**src/core/pcrs_defs.svh**
```systemverilog
// Constants of the program counter and return stack block
`ifndef PCRS_DEFS_SVH
`define PCRS_DEFS_SVH

// ****************************************
// Widths and reset values
// ****************************************
`define PCRS_PC_W 15
`define PCRS_SP_W 5
`define PCRS_DEPTH 16
`define PCRS_ADDR_W 14
`define PCRS_PC_RESET 15'h0000
`define PCRS_SP_EMPTY 5'h1f
`define PCRS_SP_TOP 5'h0f
`define PCRS_SP_AFTER_UNDERFLOW 5'h0e
`define PCRS_INT_VECTOR 15'h0004

// ****************************************
// Register indices, byte address is four times the index
// ****************************************
`define PCRS_IDX_COUNTER_LOW 12'hfe0
`define PCRS_IDX_HIGH_LATCH 12'hfe1
`define PCRS_IDX_STATUS_SHAD 12'hfe4
`define PCRS_IDX_WORKING_REG_SHADOW 12'hfe5
`define PCRS_IDX_BANK_SHAD 12'hfe6
`define PCRS_IDX_LATCH_SHAD 12'hfe7
`define PCRS_IDX_PTR0L_SHAD 12'hfe8
`define PCRS_IDX_PTR0H_SHAD 12'hfe9
`define PCRS_IDX_PTR1L_SHAD 12'hfea
`define PCRS_IDX_PTR1H_SHAD 12'hfeb
`define PCRS_IDX_STACK_PTR 12'hfed
`define PCRS_IDX_TOS_LOW 12'hfee
`define PCRS_IDX_TOS_HIGH 12'hfef
`define PCRS_IDX_PC_READ 12'hff0
`define PCRS_IDX_IRQ_STATUS 12'hff1
`define PCRS_IDX_IRQ_MASK 12'hff2

// ****************************************
// Interrupt bit positions and bus answers
// ****************************************
`define PCRS_IRQ_OVF 0
`define PCRS_IRQ_UNF 1
`define PCRS_RESP_OKAY 2'b00
`define PCRS_RESP_SLVERR 2'b10

`endif

```
**src/core/pcrs_pkg.sv**
```systemverilog
// Types of the program counter and return stack block
package pcrs_pkg;

  // ****************************************
  // Core commands
  // ****************************************
  typedef enum logic [3:0] {
    OP_NONE = 4'h0,
    OP_INCR = 4'h1,
    OP_WRITE_LOW = 4'h2,
    OP_WRITE_LATCH = 4'h3,
    OP_CALL_ABS = 4'h4,
    OP_CALL_W = 4'h5,
    OP_BRANCH_W = 4'h6,
    OP_BRANCH_REL = 4'h7,
    OP_RETURN = 4'h8,
    OP_RETURN_LIT = 4'h9,
    OP_RETURN_INT = 4'ha,
    OP_INT_ENTRY = 4'hb
  } pcrs_op_type;

  typedef struct packed {
    pcrs_op_type op;
    logic [10:0] operand;
    logic [7:0] data;
  } pcrs_cmd_type;

  // Core context saved on interrupt entry
  typedef struct packed {
    logic [2:0] status;
    logic [7:0] wreg;
    logic [4:0] bank;
    logic [7:0] ptr0_low;
    logic [7:0] ptr0_high;
    logic [7:0] ptr1_low;
    logic [7:0] ptr1_high;
  } pcrs_context_type;

  // ****************************************
  // Register selection
  // ****************************************
  typedef enum logic [3:0] {
    SEL_NONE = 4'h0,
    SEL_COUNTER_LOW = 4'h1,
    SEL_HIGH_LATCH = 4'h2,
    SEL_STATUS_SHAD = 4'h3,
    SEL_WORKING_REG_SHADOW = 4'h4,
    SEL_BANK_SHAD = 4'h5,
    SEL_LATCH_SHAD = 4'h6,
    SEL_PTR0L_SHAD = 4'h7,
    SEL_PTR0H_SHAD = 4'h8,
    SEL_PTR1L_SHAD = 4'h9,
    SEL_PTR1H_SHAD = 4'ha,
    SEL_STACK_PTR = 4'hb,
    SEL_TOS_LOW = 4'hc,
    SEL_TOS_HIGH = 4'hd,
    SEL_PC_READ = 4'he,
    SEL_IRQ_STATUS = 4'hf
  } pcrs_sel_type;

endpackage

```
**src/core/pcrs_top.sv**
```systemverilog
// Program counter sequencing and hardware return stack with AXI4-Lite register access
//
// The implementer's own choice: the AXI4-Lite interface to the registers.
`include "pcrs_defs.svh"

module pcrs_top (
  // Clock and reset
  input wire logic SYS_CLK_I,
  input wire logic RST_I,
  // Core command and context
  input wire pcrs_pkg::pcrs_cmd_type CMD_I,
  input wire pcrs_pkg::pcrs_context_type CONTEXT_I,
  input wire logic STACK_FAULT_RESET_OPTION_I,
  // Core results
  output logic [14:0] PC_O,
  output logic [6:0] HIGH_LATCH_O,
  output logic [4:0] STACK_PTR_O,
  output pcrs_pkg::pcrs_context_type CONTEXT_O,
  output logic RESTORE_O,
  output logic DEVICE_RESET_O,
  output logic IRQ_O,
  // AXI4-Lite write channels
  input wire logic [13:0] S_AXI_AWADDR_I,
  input wire logic S_AXI_AWVALID_I,
  output logic S_AXI_AWREADY_O,
  input wire logic [31:0] S_AXI_WDATA_I,
  input wire logic [3:0] S_AXI_WSTRB_I,
  input wire logic S_AXI_WVALID_I,
  output logic S_AXI_WREADY_O,
  output logic [1:0] S_AXI_BRESP_O,
  output logic S_AXI_BVALID_O,
  input wire logic S_AXI_BREADY_I,
  // AXI4-Lite read channels
  input wire logic [13:0] S_AXI_ARADDR_I,
  input wire logic S_AXI_ARVALID_I,
  output logic S_AXI_ARREADY_O,
  output logic [31:0] S_AXI_RDATA_O,
  output logic [1:0] S_AXI_RRESP_O,
  output logic S_AXI_RVALID_O,
  input wire logic S_AXI_RREADY_I
);

  // ****************************************
  // Functions
  // ****************************************
  function automatic pcrs_pkg::pcrs_sel_type decode(input logic [13:0] addr);
    logic [11:0] idx;
    idx = (addr[13:12] == 2'b11) ? addr[13:2] : 12'h000;
    case (idx)
      `PCRS_IDX_COUNTER_LOW: decode = pcrs_pkg::SEL_COUNTER_LOW;
      `PCRS_IDX_HIGH_LATCH: decode = pcrs_pkg::SEL_HIGH_LATCH;
      `PCRS_IDX_STATUS_SHAD: decode = pcrs_pkg::SEL_STATUS_SHAD;
      `PCRS_IDX_WORKING_REG_SHADOW: decode = pcrs_pkg::SEL_WORKING_REG_SHADOW;
      `PCRS_IDX_BANK_SHAD: decode = pcrs_pkg::SEL_BANK_SHAD;
      `PCRS_IDX_LATCH_SHAD: decode = pcrs_pkg::SEL_LATCH_SHAD;
      `PCRS_IDX_PTR0L_SHAD: decode = pcrs_pkg::SEL_PTR0L_SHAD;
      `PCRS_IDX_PTR0H_SHAD: decode = pcrs_pkg::SEL_PTR0H_SHAD;
      `PCRS_IDX_PTR1L_SHAD: decode = pcrs_pkg::SEL_PTR1L_SHAD;
      `PCRS_IDX_PTR1H_SHAD: decode = pcrs_pkg::SEL_PTR1H_SHAD;
      `PCRS_IDX_STACK_PTR: decode = pcrs_pkg::SEL_STACK_PTR;
      `PCRS_IDX_TOS_LOW: decode = pcrs_pkg::SEL_TOS_LOW;
      `PCRS_IDX_TOS_HIGH: decode = pcrs_pkg::SEL_TOS_HIGH;
      `PCRS_IDX_PC_READ: decode = pcrs_pkg::SEL_PC_READ;
      `PCRS_IDX_IRQ_STATUS: decode = pcrs_pkg::SEL_IRQ_STATUS;
      default: decode = pcrs_pkg::SEL_NONE;
    endcase
  endfunction

  // Counter plus one plus offset, wraps in fifteen bits
  function automatic logic [14:0] advance(input logic [14:0] pc, input logic [14:0] offset);
    advance = 15'(pc + 15'h0001 + offset);
  endfunction

  // ****************************************
  // Declarations
  // ****************************************
  logic [14:0] pc_reg;
  logic [6:0] latch_reg;
  logic [4:0] sp_reg;
  logic [14:0] stack_mem [0:`PCRS_DEPTH-1];
  pcrs_pkg::pcrs_context_type shadow_reg;
  logic [6:0] latch_shadow_reg;
  logic [1:0] irq_status_reg;
  logic [1:0] irq_mask_reg;
  logic opt_meta_reg;
  logic opt_sync_reg;
  logic aw_ready_reg;
  logic b_valid_reg;
  logic [1:0] b_resp_reg;
  logic ar_ready_reg;
  logic r_valid_reg;
  logic [1:0] r_resp_reg;
  logic [31:0] r_data_reg;
  logic restore_reg;
  logic dev_reset_reg;
  logic irq_reg;
  pcrs_pkg::pcrs_context_type context_out_reg;

  logic wr_fire;
  logic rd_fire;
  pcrs_pkg::pcrs_sel_type wr_sel;
  pcrs_pkg::pcrs_sel_type rd_sel;
  logic [7:0] wr_byte;
  logic is_push;
  logic is_pop;
  logic overflow;
  logic underflow;
  logic fault_reset;
  logic [14:0] push_value;
  logic [4:0] sp_next;
  logic [3:0] push_slot;
  logic [14:0] pop_value;
  logic [14:0] pc_next;
  logic [14:0] tos_value;

  // ****************************************
  // Option pin synchroniser
  // ****************************************
  always_ff @(posedge SYS_CLK_I or posedge RST_I) begin
    if (RST_I) begin
      opt_meta_reg <= 1'b0;
      opt_sync_reg <= 1'b0;
    end else begin
      opt_meta_reg <= STACK_FAULT_RESET_OPTION_I;
      opt_sync_reg <= opt_meta_reg;
    end
  end

  // ****************************************
  // Bus handshakes
  // ****************************************
  assign wr_fire = aw_ready_reg & S_AXI_AWVALID_I & S_AXI_WVALID_I;
  assign rd_fire = ar_ready_reg & S_AXI_ARVALID_I;
  assign wr_sel = decode(S_AXI_AWADDR_I);
  assign rd_sel = decode(S_AXI_ARADDR_I);
  // Only the low lane carries data; a write without it stores nothing
  assign wr_byte = S_AXI_WDATA_I[7:0];

  // Address and data are taken together, one write at a time
  always_ff @(posedge SYS_CLK_I or posedge RST_I) begin
    if (RST_I) begin
      aw_ready_reg <= 1'b0;
    end else begin
      aw_ready_reg <= ~aw_ready_reg & ~b_valid_reg & S_AXI_AWVALID_I & S_AXI_WVALID_I;
    end
  end

  always_ff @(posedge SYS_CLK_I or posedge RST_I) begin
    if (RST_I) begin
      b_valid_reg <= 1'b0;
      b_resp_reg <= `PCRS_RESP_OKAY;
    end else if (wr_fire) begin
      b_valid_reg <= 1'b1;
      // Mask has no select code of its own, so it is matched by index
      b_resp_reg <= ((wr_sel == pcrs_pkg::SEL_NONE) && (S_AXI_AWADDR_I[13:2] != `PCRS_IDX_IRQ_MASK)) ?
                    `PCRS_RESP_SLVERR : `PCRS_RESP_OKAY;
    end else if (S_AXI_BREADY_I) begin
      b_valid_reg <= 1'b0;
    end
  end

  always_ff @(posedge SYS_CLK_I or posedge RST_I) begin
    if (RST_I) begin
      ar_ready_reg <= 1'b0;
    end else begin
      ar_ready_reg <= ~ar_ready_reg & ~r_valid_reg & S_AXI_ARVALID_I;
    end
  end

  // ****************************************
  // Stack sequencing
  // ****************************************
  assign is_push = (CMD_I.op == pcrs_pkg::OP_CALL_ABS) | (CMD_I.op == pcrs_pkg::OP_CALL_W) |
                   (CMD_I.op == pcrs_pkg::OP_INT_ENTRY);
  assign is_pop = (CMD_I.op == pcrs_pkg::OP_RETURN) | (CMD_I.op == pcrs_pkg::OP_RETURN_LIT) |
                  (CMD_I.op == pcrs_pkg::OP_RETURN_INT);
  assign overflow = is_push & (sp_reg == `PCRS_SP_TOP);
  assign underflow = is_pop & (sp_reg == `PCRS_SP_EMPTY);
  assign fault_reset = opt_sync_reg & (overflow | underflow);
  // Interrupt entry saves the next instruction, calls save the one after
  assign push_value = (CMD_I.op == pcrs_pkg::OP_INT_ENTRY) ? pc_reg : advance(pc_reg, 15'h0000);
  // Pointer moves first, then the entry is written at the new slot
  assign sp_next = overflow ? 5'h00 : 5'(sp_reg + 5'h01);
  assign push_slot = sp_next[3:0];
  assign pop_value = stack_mem[sp_reg[3:0]];
  assign tos_value = stack_mem[sp_reg[3:0]];

  always_comb begin
    pc_next = pc_reg;
    case (CMD_I.op)
      pcrs_pkg::OP_INCR: pc_next = advance(pc_reg, 15'h0000);
      pcrs_pkg::OP_WRITE_LOW: pc_next = {latch_reg, CMD_I.data};
      pcrs_pkg::OP_CALL_ABS: pc_next = {latch_reg[6:3], CMD_I.operand};
      pcrs_pkg::OP_CALL_W: pc_next = {latch_reg, CMD_I.data};
      pcrs_pkg::OP_BRANCH_W: pc_next = advance(pc_reg, {7'h00, CMD_I.data});
      pcrs_pkg::OP_BRANCH_REL: pc_next = advance(pc_reg, {{6{CMD_I.operand[8]}}, CMD_I.operand[8:0]});
      pcrs_pkg::OP_RETURN: pc_next = pop_value;
      pcrs_pkg::OP_RETURN_LIT: pc_next = pop_value;
      pcrs_pkg::OP_RETURN_INT: pc_next = pop_value;
      pcrs_pkg::OP_INT_ENTRY: pc_next = `PCRS_INT_VECTOR;
      default: pc_next = pc_reg;
    endcase
  end

  // ****************************************
  // Program counter
  // ****************************************
  // A core command wins over a bus write in the same cycle
  always_ff @(posedge SYS_CLK_I or posedge RST_I) begin
    if (RST_I) begin
      pc_reg <= `PCRS_PC_RESET;
    end else if (fault_reset) begin
      pc_reg <= `PCRS_PC_RESET;
    end else if (CMD_I.op != pcrs_pkg::OP_NONE) begin
      pc_reg <= pc_next;
    end else if (wr_fire & S_AXI_WSTRB_I[0] & (wr_sel == pcrs_pkg::SEL_COUNTER_LOW)) begin
      pc_reg <= {latch_reg, wr_byte};
    end
  end

  // Latch is not touched by stack traffic, except a return from interrupt, which reloads it from the latch shadow
  always_ff @(posedge SYS_CLK_I or posedge RST_I) begin
    if (RST_I) begin
      latch_reg <= 7'h00;
    end else if (CMD_I.op == pcrs_pkg::OP_WRITE_LATCH) begin
      latch_reg <= CMD_I.data[6:0];
    end else if (CMD_I.op == pcrs_pkg::OP_RETURN_INT) begin
      latch_reg <= latch_shadow_reg;
    end else if (wr_fire & S_AXI_WSTRB_I[0] & (wr_sel == pcrs_pkg::SEL_HIGH_LATCH)) begin
      latch_reg <= wr_byte[6:0];
    end
  end

  // ****************************************
  // Stack pointer and entries
  // ****************************************
  always_ff @(posedge SYS_CLK_I or posedge RST_I) begin
    if (RST_I) begin
      sp_reg <= `PCRS_SP_EMPTY;
    end else if (fault_reset) begin
      sp_reg <= `PCRS_SP_EMPTY;
    end else if (is_push) begin
      sp_reg <= sp_next;
    end else if (is_pop) begin
      sp_reg <= underflow ? `PCRS_SP_AFTER_UNDERFLOW : 5'(sp_reg - 5'h01);
    end else if (wr_fire & S_AXI_WSTRB_I[0] & (wr_sel == pcrs_pkg::SEL_STACK_PTR)) begin
      sp_reg <= wr_byte[4:0];
    end
  end

  // Entries carry no reset; they are storage, not control
  always_ff @(posedge SYS_CLK_I) begin
    if (is_push & ~fault_reset) begin
      stack_mem[push_slot] <= push_value;
    end else if (CMD_I.op == pcrs_pkg::OP_NONE && wr_fire && S_AXI_WSTRB_I[0]) begin
      if (wr_sel == pcrs_pkg::SEL_TOS_LOW) begin
        stack_mem[sp_reg[3:0]][7:0] <= wr_byte;
      end else if (wr_sel == pcrs_pkg::SEL_TOS_HIGH) begin
        stack_mem[sp_reg[3:0]][14:8] <= wr_byte[6:0];
      end
    end
  end

  // ****************************************
  // Shadow context
  // ****************************************
  always_ff @(posedge SYS_CLK_I or posedge RST_I) begin
    if (RST_I) begin
      shadow_reg <= '0;
      latch_shadow_reg <= 7'h00;
    end else if (CMD_I.op == pcrs_pkg::OP_INT_ENTRY) begin
      shadow_reg <= CONTEXT_I;
      latch_shadow_reg <= latch_reg;
    end else if (wr_fire & S_AXI_WSTRB_I[0]) begin
      case (wr_sel)
        pcrs_pkg::SEL_STATUS_SHAD: shadow_reg.status <= wr_byte[2:0];
        pcrs_pkg::SEL_WORKING_REG_SHADOW: shadow_reg.wreg <= wr_byte;
        pcrs_pkg::SEL_BANK_SHAD: shadow_reg.bank <= wr_byte[4:0];
        pcrs_pkg::SEL_LATCH_SHAD: latch_shadow_reg <= wr_byte[6:0];
        pcrs_pkg::SEL_PTR0L_SHAD: shadow_reg.ptr0_low <= wr_byte;
        pcrs_pkg::SEL_PTR0H_SHAD: shadow_reg.ptr0_high <= wr_byte;
        pcrs_pkg::SEL_PTR1L_SHAD: shadow_reg.ptr1_low <= wr_byte;
        pcrs_pkg::SEL_PTR1H_SHAD: shadow_reg.ptr1_high <= wr_byte;
        default: shadow_reg <= shadow_reg;
      endcase
    end
  end

  always_ff @(posedge SYS_CLK_I or posedge RST_I) begin
    if (RST_I) begin
      context_out_reg <= '0;
      restore_reg <= 1'b0;
    end else begin
      restore_reg <= (CMD_I.op == pcrs_pkg::OP_RETURN_INT);
      if (CMD_I.op == pcrs_pkg::OP_RETURN_INT) begin
        context_out_reg <= shadow_reg;
      end
    end
  end

  // ****************************************
  // Fault flags and interrupt
  // ****************************************
  // Hardware set beats a write-one-to-clear in the same cycle
  always_ff @(posedge SYS_CLK_I or posedge RST_I) begin
    if (RST_I) begin
      irq_status_reg <= 2'b00;
    end else begin
      if (wr_fire & S_AXI_WSTRB_I[0] & (wr_sel == pcrs_pkg::SEL_IRQ_STATUS)) begin
        irq_status_reg <= (irq_status_reg & ~wr_byte[1:0]) | {underflow, overflow};
      end else begin
        irq_status_reg <= irq_status_reg | {underflow, overflow};
      end
    end
  end

  always_ff @(posedge SYS_CLK_I or posedge RST_I) begin
    if (RST_I) begin
      irq_mask_reg <= 2'b00;
      irq_reg <= 1'b0;
      dev_reset_reg <= 1'b0;
    end else begin
      if (wr_fire & S_AXI_WSTRB_I[0] & (S_AXI_AWADDR_I[13:2] == `PCRS_IDX_IRQ_MASK)) begin
        irq_mask_reg <= wr_byte[1:0];
      end
      irq_reg <= |(irq_status_reg & irq_mask_reg);
      dev_reset_reg <= fault_reset;
    end
  end

  // ****************************************
  // Read data
  // ****************************************
  always_ff @(posedge SYS_CLK_I or posedge RST_I) begin
    if (RST_I) begin
      r_valid_reg <= 1'b0;
      r_resp_reg <= `PCRS_RESP_OKAY;
      r_data_reg <= 32'h0000_0000;
    end else if (rd_fire) begin
      r_valid_reg <= 1'b1;
      r_resp_reg <= `PCRS_RESP_OKAY;
      case (rd_sel)
        pcrs_pkg::SEL_COUNTER_LOW: r_data_reg <= {24'h000000, pc_reg[7:0]};
        pcrs_pkg::SEL_HIGH_LATCH: r_data_reg <= {25'h0000000, latch_reg};
        pcrs_pkg::SEL_STATUS_SHAD: r_data_reg <= {29'h00000000, shadow_reg.status};
        pcrs_pkg::SEL_WORKING_REG_SHADOW: r_data_reg <= {24'h000000, shadow_reg.wreg};
        pcrs_pkg::SEL_BANK_SHAD: r_data_reg <= {27'h0000000, shadow_reg.bank};
        pcrs_pkg::SEL_LATCH_SHAD: r_data_reg <= {25'h0000000, latch_shadow_reg};
        pcrs_pkg::SEL_PTR0L_SHAD: r_data_reg <= {24'h000000, shadow_reg.ptr0_low};
        pcrs_pkg::SEL_PTR0H_SHAD: r_data_reg <= {24'h000000, shadow_reg.ptr0_high};
        pcrs_pkg::SEL_PTR1L_SHAD: r_data_reg <= {24'h000000, shadow_reg.ptr1_low};
        pcrs_pkg::SEL_PTR1H_SHAD: r_data_reg <= {24'h000000, shadow_reg.ptr1_high};
        pcrs_pkg::SEL_STACK_PTR: r_data_reg <= {27'h0000000, sp_reg};
        pcrs_pkg::SEL_TOS_LOW: r_data_reg <= {24'h000000, tos_value[7:0]};
        pcrs_pkg::SEL_TOS_HIGH: r_data_reg <= {25'h0000000, tos_value[14:8]};
        pcrs_pkg::SEL_PC_READ: r_data_reg <= {17'h00000, pc_reg};
        pcrs_pkg::SEL_IRQ_STATUS: r_data_reg <= {30'h00000000, irq_status_reg};
        default: begin
          if (S_AXI_ARADDR_I[13:2] == `PCRS_IDX_IRQ_MASK) begin
            r_data_reg <= {30'h00000000, irq_mask_reg};
          end else begin
            r_data_reg <= 32'h0000_0000;
            r_resp_reg <= `PCRS_RESP_SLVERR;
          end
        end
      endcase
    end else if (S_AXI_RREADY_I) begin
      r_valid_reg <= 1'b0;
    end
  end

  // ****************************************
  // Outputs
  // ****************************************
  assign PC_O = pc_reg;
  assign HIGH_LATCH_O = latch_reg;
  assign STACK_PTR_O = sp_reg;
  assign CONTEXT_O = context_out_reg;
  assign RESTORE_O = restore_reg;
  assign DEVICE_RESET_O = dev_reset_reg;
  assign IRQ_O = irq_reg;
  assign S_AXI_AWREADY_O = aw_ready_reg;
  assign S_AXI_WREADY_O = aw_ready_reg;
  assign S_AXI_BVALID_O = b_valid_reg;
  assign S_AXI_BRESP_O = b_resp_reg;
  assign S_AXI_ARREADY_O = ar_ready_reg;
  assign S_AXI_RVALID_O = r_valid_reg;
  assign S_AXI_RRESP_O = r_resp_reg;
  assign S_AXI_RDATA_O = r_data_reg;

endmodule

```
**config.mk**
```make
export PLATFORM = sky130hd
export DESIGN_NAME = pcrs_top
export DESIGN_NICKNAME = d
export VERILOG_FILES = /design/src/core/pcrs_pkg.sv /design/src/core/pcrs_top.sv
export VERILOG_INCLUDE_DIRS = /design/src /design/src/core
export SDC_FILE = /design/constraint.sdc
export NUM_CORES = 1
export LEC_CHECK = 0
export BUFFER_PORTS_ARGS = -buffer_cell sky130_fd_sc_hd__buf_2
export CAP_MARGIN = 5
export CORE_AREA = 2 2 198 180
export DETAILED_ROUTE_END_ITERATION = 16
export DIE_AREA = 0 0 200 182
export PLACE_DENSITY_LB_ADDON = 0.3
export SETUP_SLACK_MARGIN = 0.02
export SYNTH_ARGS = -nofsm -noshare
export SYNTH_HDL_FRONTEND = slang
export SYNTH_SLANG_ARGS = --single-unit
```
**constraint.sdc**
```tcl
create_clock -name SYS_CLK_I -period 10.02 [get_ports SYS_CLK_I]
set_clock_uncertainty 0.1 [all_clocks]
set_input_delay 0.501 -clock SYS_CLK_I [delete_from_list [all_inputs] [get_ports SYS_CLK_I]]
set_output_delay 0.501 -clock SYS_CLK_I [all_outputs]
set_load 0.01 [all_outputs]
```
==> qor.yml <==
die:
  dieHeight_um: 182
  dieArea_um2: 36400
  io_pins: 262
  core-area_um2: 34600
  die_w_um: 200
  start_util_pct: 58.8
  num_rows: 65
sta:
  slew_headroom_pct: 15.1
  fin_crit_ps: 4400
  fin_crit_sh_pct: 44.0
  setup_slack_ps: 5620
  slew_viol_final: 0
  rsz0062_at_grt: "false"
  setup_viol: 0
  tightestPinTransition_ps: 1270
  hold_viol: 0
  clock.fmax_ghz: 0.227
  setup_tns_ps: 0
cts:
  post_cts_resized: 0
  htree_levels: 2
  root_buffer: "clkbuf_16"
  cts.path.max_buffers: 3
  cts_tree: "done"
  cts_sinks: 400
  worst_skew_pair.late_latency_ps: 550
  cts_buffers: 41
  post_cts_buffers: 0
  cts.clk_slew.worst_paths_ps: 60
  holdBufCountCts: 1
worst_setup_path:
  rr_startpoint: "STACK_PTR_O[0]"
  crit_type: "in -> reg"
  start_kind: "input port"
  rr_worst_depth: 7
  crit_path_end_kind: "flop"
  crit_chain: "buf_2, nand4b_1, nand2_1, o21ai_0, ha_1, fa_1, a211oi_1, o211ai_1, a41oi_1, o21ai_0, a2111oi_0, o21ai_0, a221oi_2"
  cpMaxStageDelayCell: "nand4b_1"
  crit_start: "CMD_I[21]"
  rrSetupSlack_ps: 5690
  path_common_cell: "o21ai_0"
  critPathMaxFanout: 35
  crit_path_max_incr_delay_ps: 620
  r2r_end: "PC_O[7]"
  endpoint: "PC_O[14]"
  arrival_ps: 4740
  cp_data_required_time_ps: 10350
min_path:
  worstHoldPathType: "in -> async"
routing:
  drc_errors: 0
  via_per_inst: 6.53
  dr_total_vias: 15400
  ant_nets: 0
  dr.pass1.iters: 6
  routed_wirelength_um: 62700
  wl_per_cell_um: 26.6
  drt_iter0_drc: 1849
logic_synthesis:
  synth_compound_area_share_pct: 14.0
  synth_cells: 1686
  synth_top_area_share_pct: 35.4
  ys_async_sr_fraction_pct: 40.0
  synth_edf_count: 240
  synth_xor_area_share_pct: 2.03
  ys_types: 99
  ys_seq_area_share_pct: 55.1
  synth_area_leaders: "edfxtp_1, dfrtp_1, mux2i_1"
  synth_fa_ha_area_share_pct: 1.14
  syn_area_per_cell_um2: 12.1
  syn_area_um2: 20300
  ys_ff_latch: 400
  ys.flop_type: "edfxtp_1"
  synth-simple-area-share_pct: 10.6
  synth.area.mux_share_pct: 13.4
  ys_warn_count: 0
  synth_largest_area_cell: "edfxtp_1"
  synth_top_family_by_area: "compound AO/OA/AOI/OAI gates"
global_routing:
  grt_max_degree: 105
  antenna_found_initial: 3
  grtUsageTotal_pct: 34.7
  grt.overflow.total: 0
  grt_pass1_vias: 14800
  grt_pass1_wl_um: 92600
place:
  port-buffer-count: 211
  globalplace.congestion: 1.02
  dp_slack_ps: 5230
  dp.cells: 2279
  hpwl_um: 44200
final_layout:
  syn_to_final_growth_pct: 13.1
  mostFrequentLayoutCells: "edfxtp_1, buf_2, nand2_1"
  layout.cells.non_filler: 2359
  nFillCells: 2600
  finalNetCount: 2015
  largest_reg_flops: 240
  drive_gt1_share_pct: 24.2
  layout_commonest_cell: "edfxtp_1"
power_and_ir_drop:
  power_density_nw_per_um2: 239
  ir_drop_uv: 161
  p_leak_nw: 8.89
  power.total_mw: 5.51
status:
  status: "finished clean"
flow_run:
  cap_violations: 0
-- critical path, delay by kind of cell --
family          cells  cell delay (ps)
buf+inv             1              490
simple gates        2              820
compound gates      8             2190
fa+ha+maj           2              730
-- Yosys cell counts (16+ instances only) --
library cell	count
a21oi_1	87
nor2_1	101
dfrtp_1	155
buf_1	16
edfxtp_1	240
nor3_1	23
mux4_2	38
a221oi_1	29
a31oi_1	17
o21ai_0	109
xnor2_1	22
inv_1	28
nand4_1	16
clkbuf_1	57
xor2_1	20
nand2_1	158
buf_4	32
mux2i_1	116
ha_1	17
mux2_2	59
a22oi_1	35
and3_1	16
buf_2	23
nand3_1	27
-- per-stage QoR --
stage / hold WS, ps / util (%) / cell area, µm²
4_1_cts: 37.3 / 66.5 / 23000
3_3_place_gp: 234 / 62.5 / 21600
6_report: 0.501 / 66.6 / 23000
2_1_floorplan: 231 / - / 20400
5_1_grt: 57.9 / 66.6 / 23000
3_5_place_dp: 236 / 62.5 / 21600
-- metal layers --
layer / routed length, µm / share of wire (%) / track usage, % / vias up
met3: 6830 / 11 / 9.21 / 149
met2: 27300 / 43 / 49.7 / 844
met1: 26200 / 42 / 50.9 / 7694
met5: 9 / 0.014 / 0 / -
li1: - / - / - / 6723
met4: 2410 / 3.8 / 13.2 / 2
-- worst min path at each step --
stage,start,endpoint,cells past startpoint
after floorplan,opt_meta_reg,opt_sync_reg,0
after global placement,opt_meta_reg,opt_sync_reg,0
after detailed placement,opt_meta_reg,opt_sync_reg,0
after CTS,RST_I,RESTORE_O,2
after global routing,S_AXI_RREADY_I,S_AXI_RVALID_O,2
final,RST_I,S_AXI_AWREADY_O,2
-- final cells by class --
cell class                      count  area (µm²)  area share, %
Timing Repair Buffer              237        1250           5.45
Clock inverter                     26         284           1.23
Sequential cell                   400       11200           48.8
Inverter                           28         110          0.478
Multi-Input combinational cell   1146        8460           36.8
Antenna cell                        4        10.0         0.0435
Tap cell                          469         587           2.55
Clock buffer                       49        1090           4.72
-- kinds of logic (layout without fill, tap and decap cells) --
logic type	count (synthesis)	in the layout
compound gates	416	416
xor+xnor	44	44
fa+ha+maj	18	18
buf+inv	158	340
flops	400	400
mux	216	216
other cells	1	23
simple gates	433	433
-- power breakdown --
group / switching, mW / leakage [nW] / internal (mW) / total (mW)
combinational: 1.01 / 4.03 / 0.608 / 1.62
clock: 0.646 / 0.662 / 0.910 / 1.56
sequential: 0.268 / 4.19 / 2.06 / 2.33
Note: power is estimated with default switching activity, not from simulation.
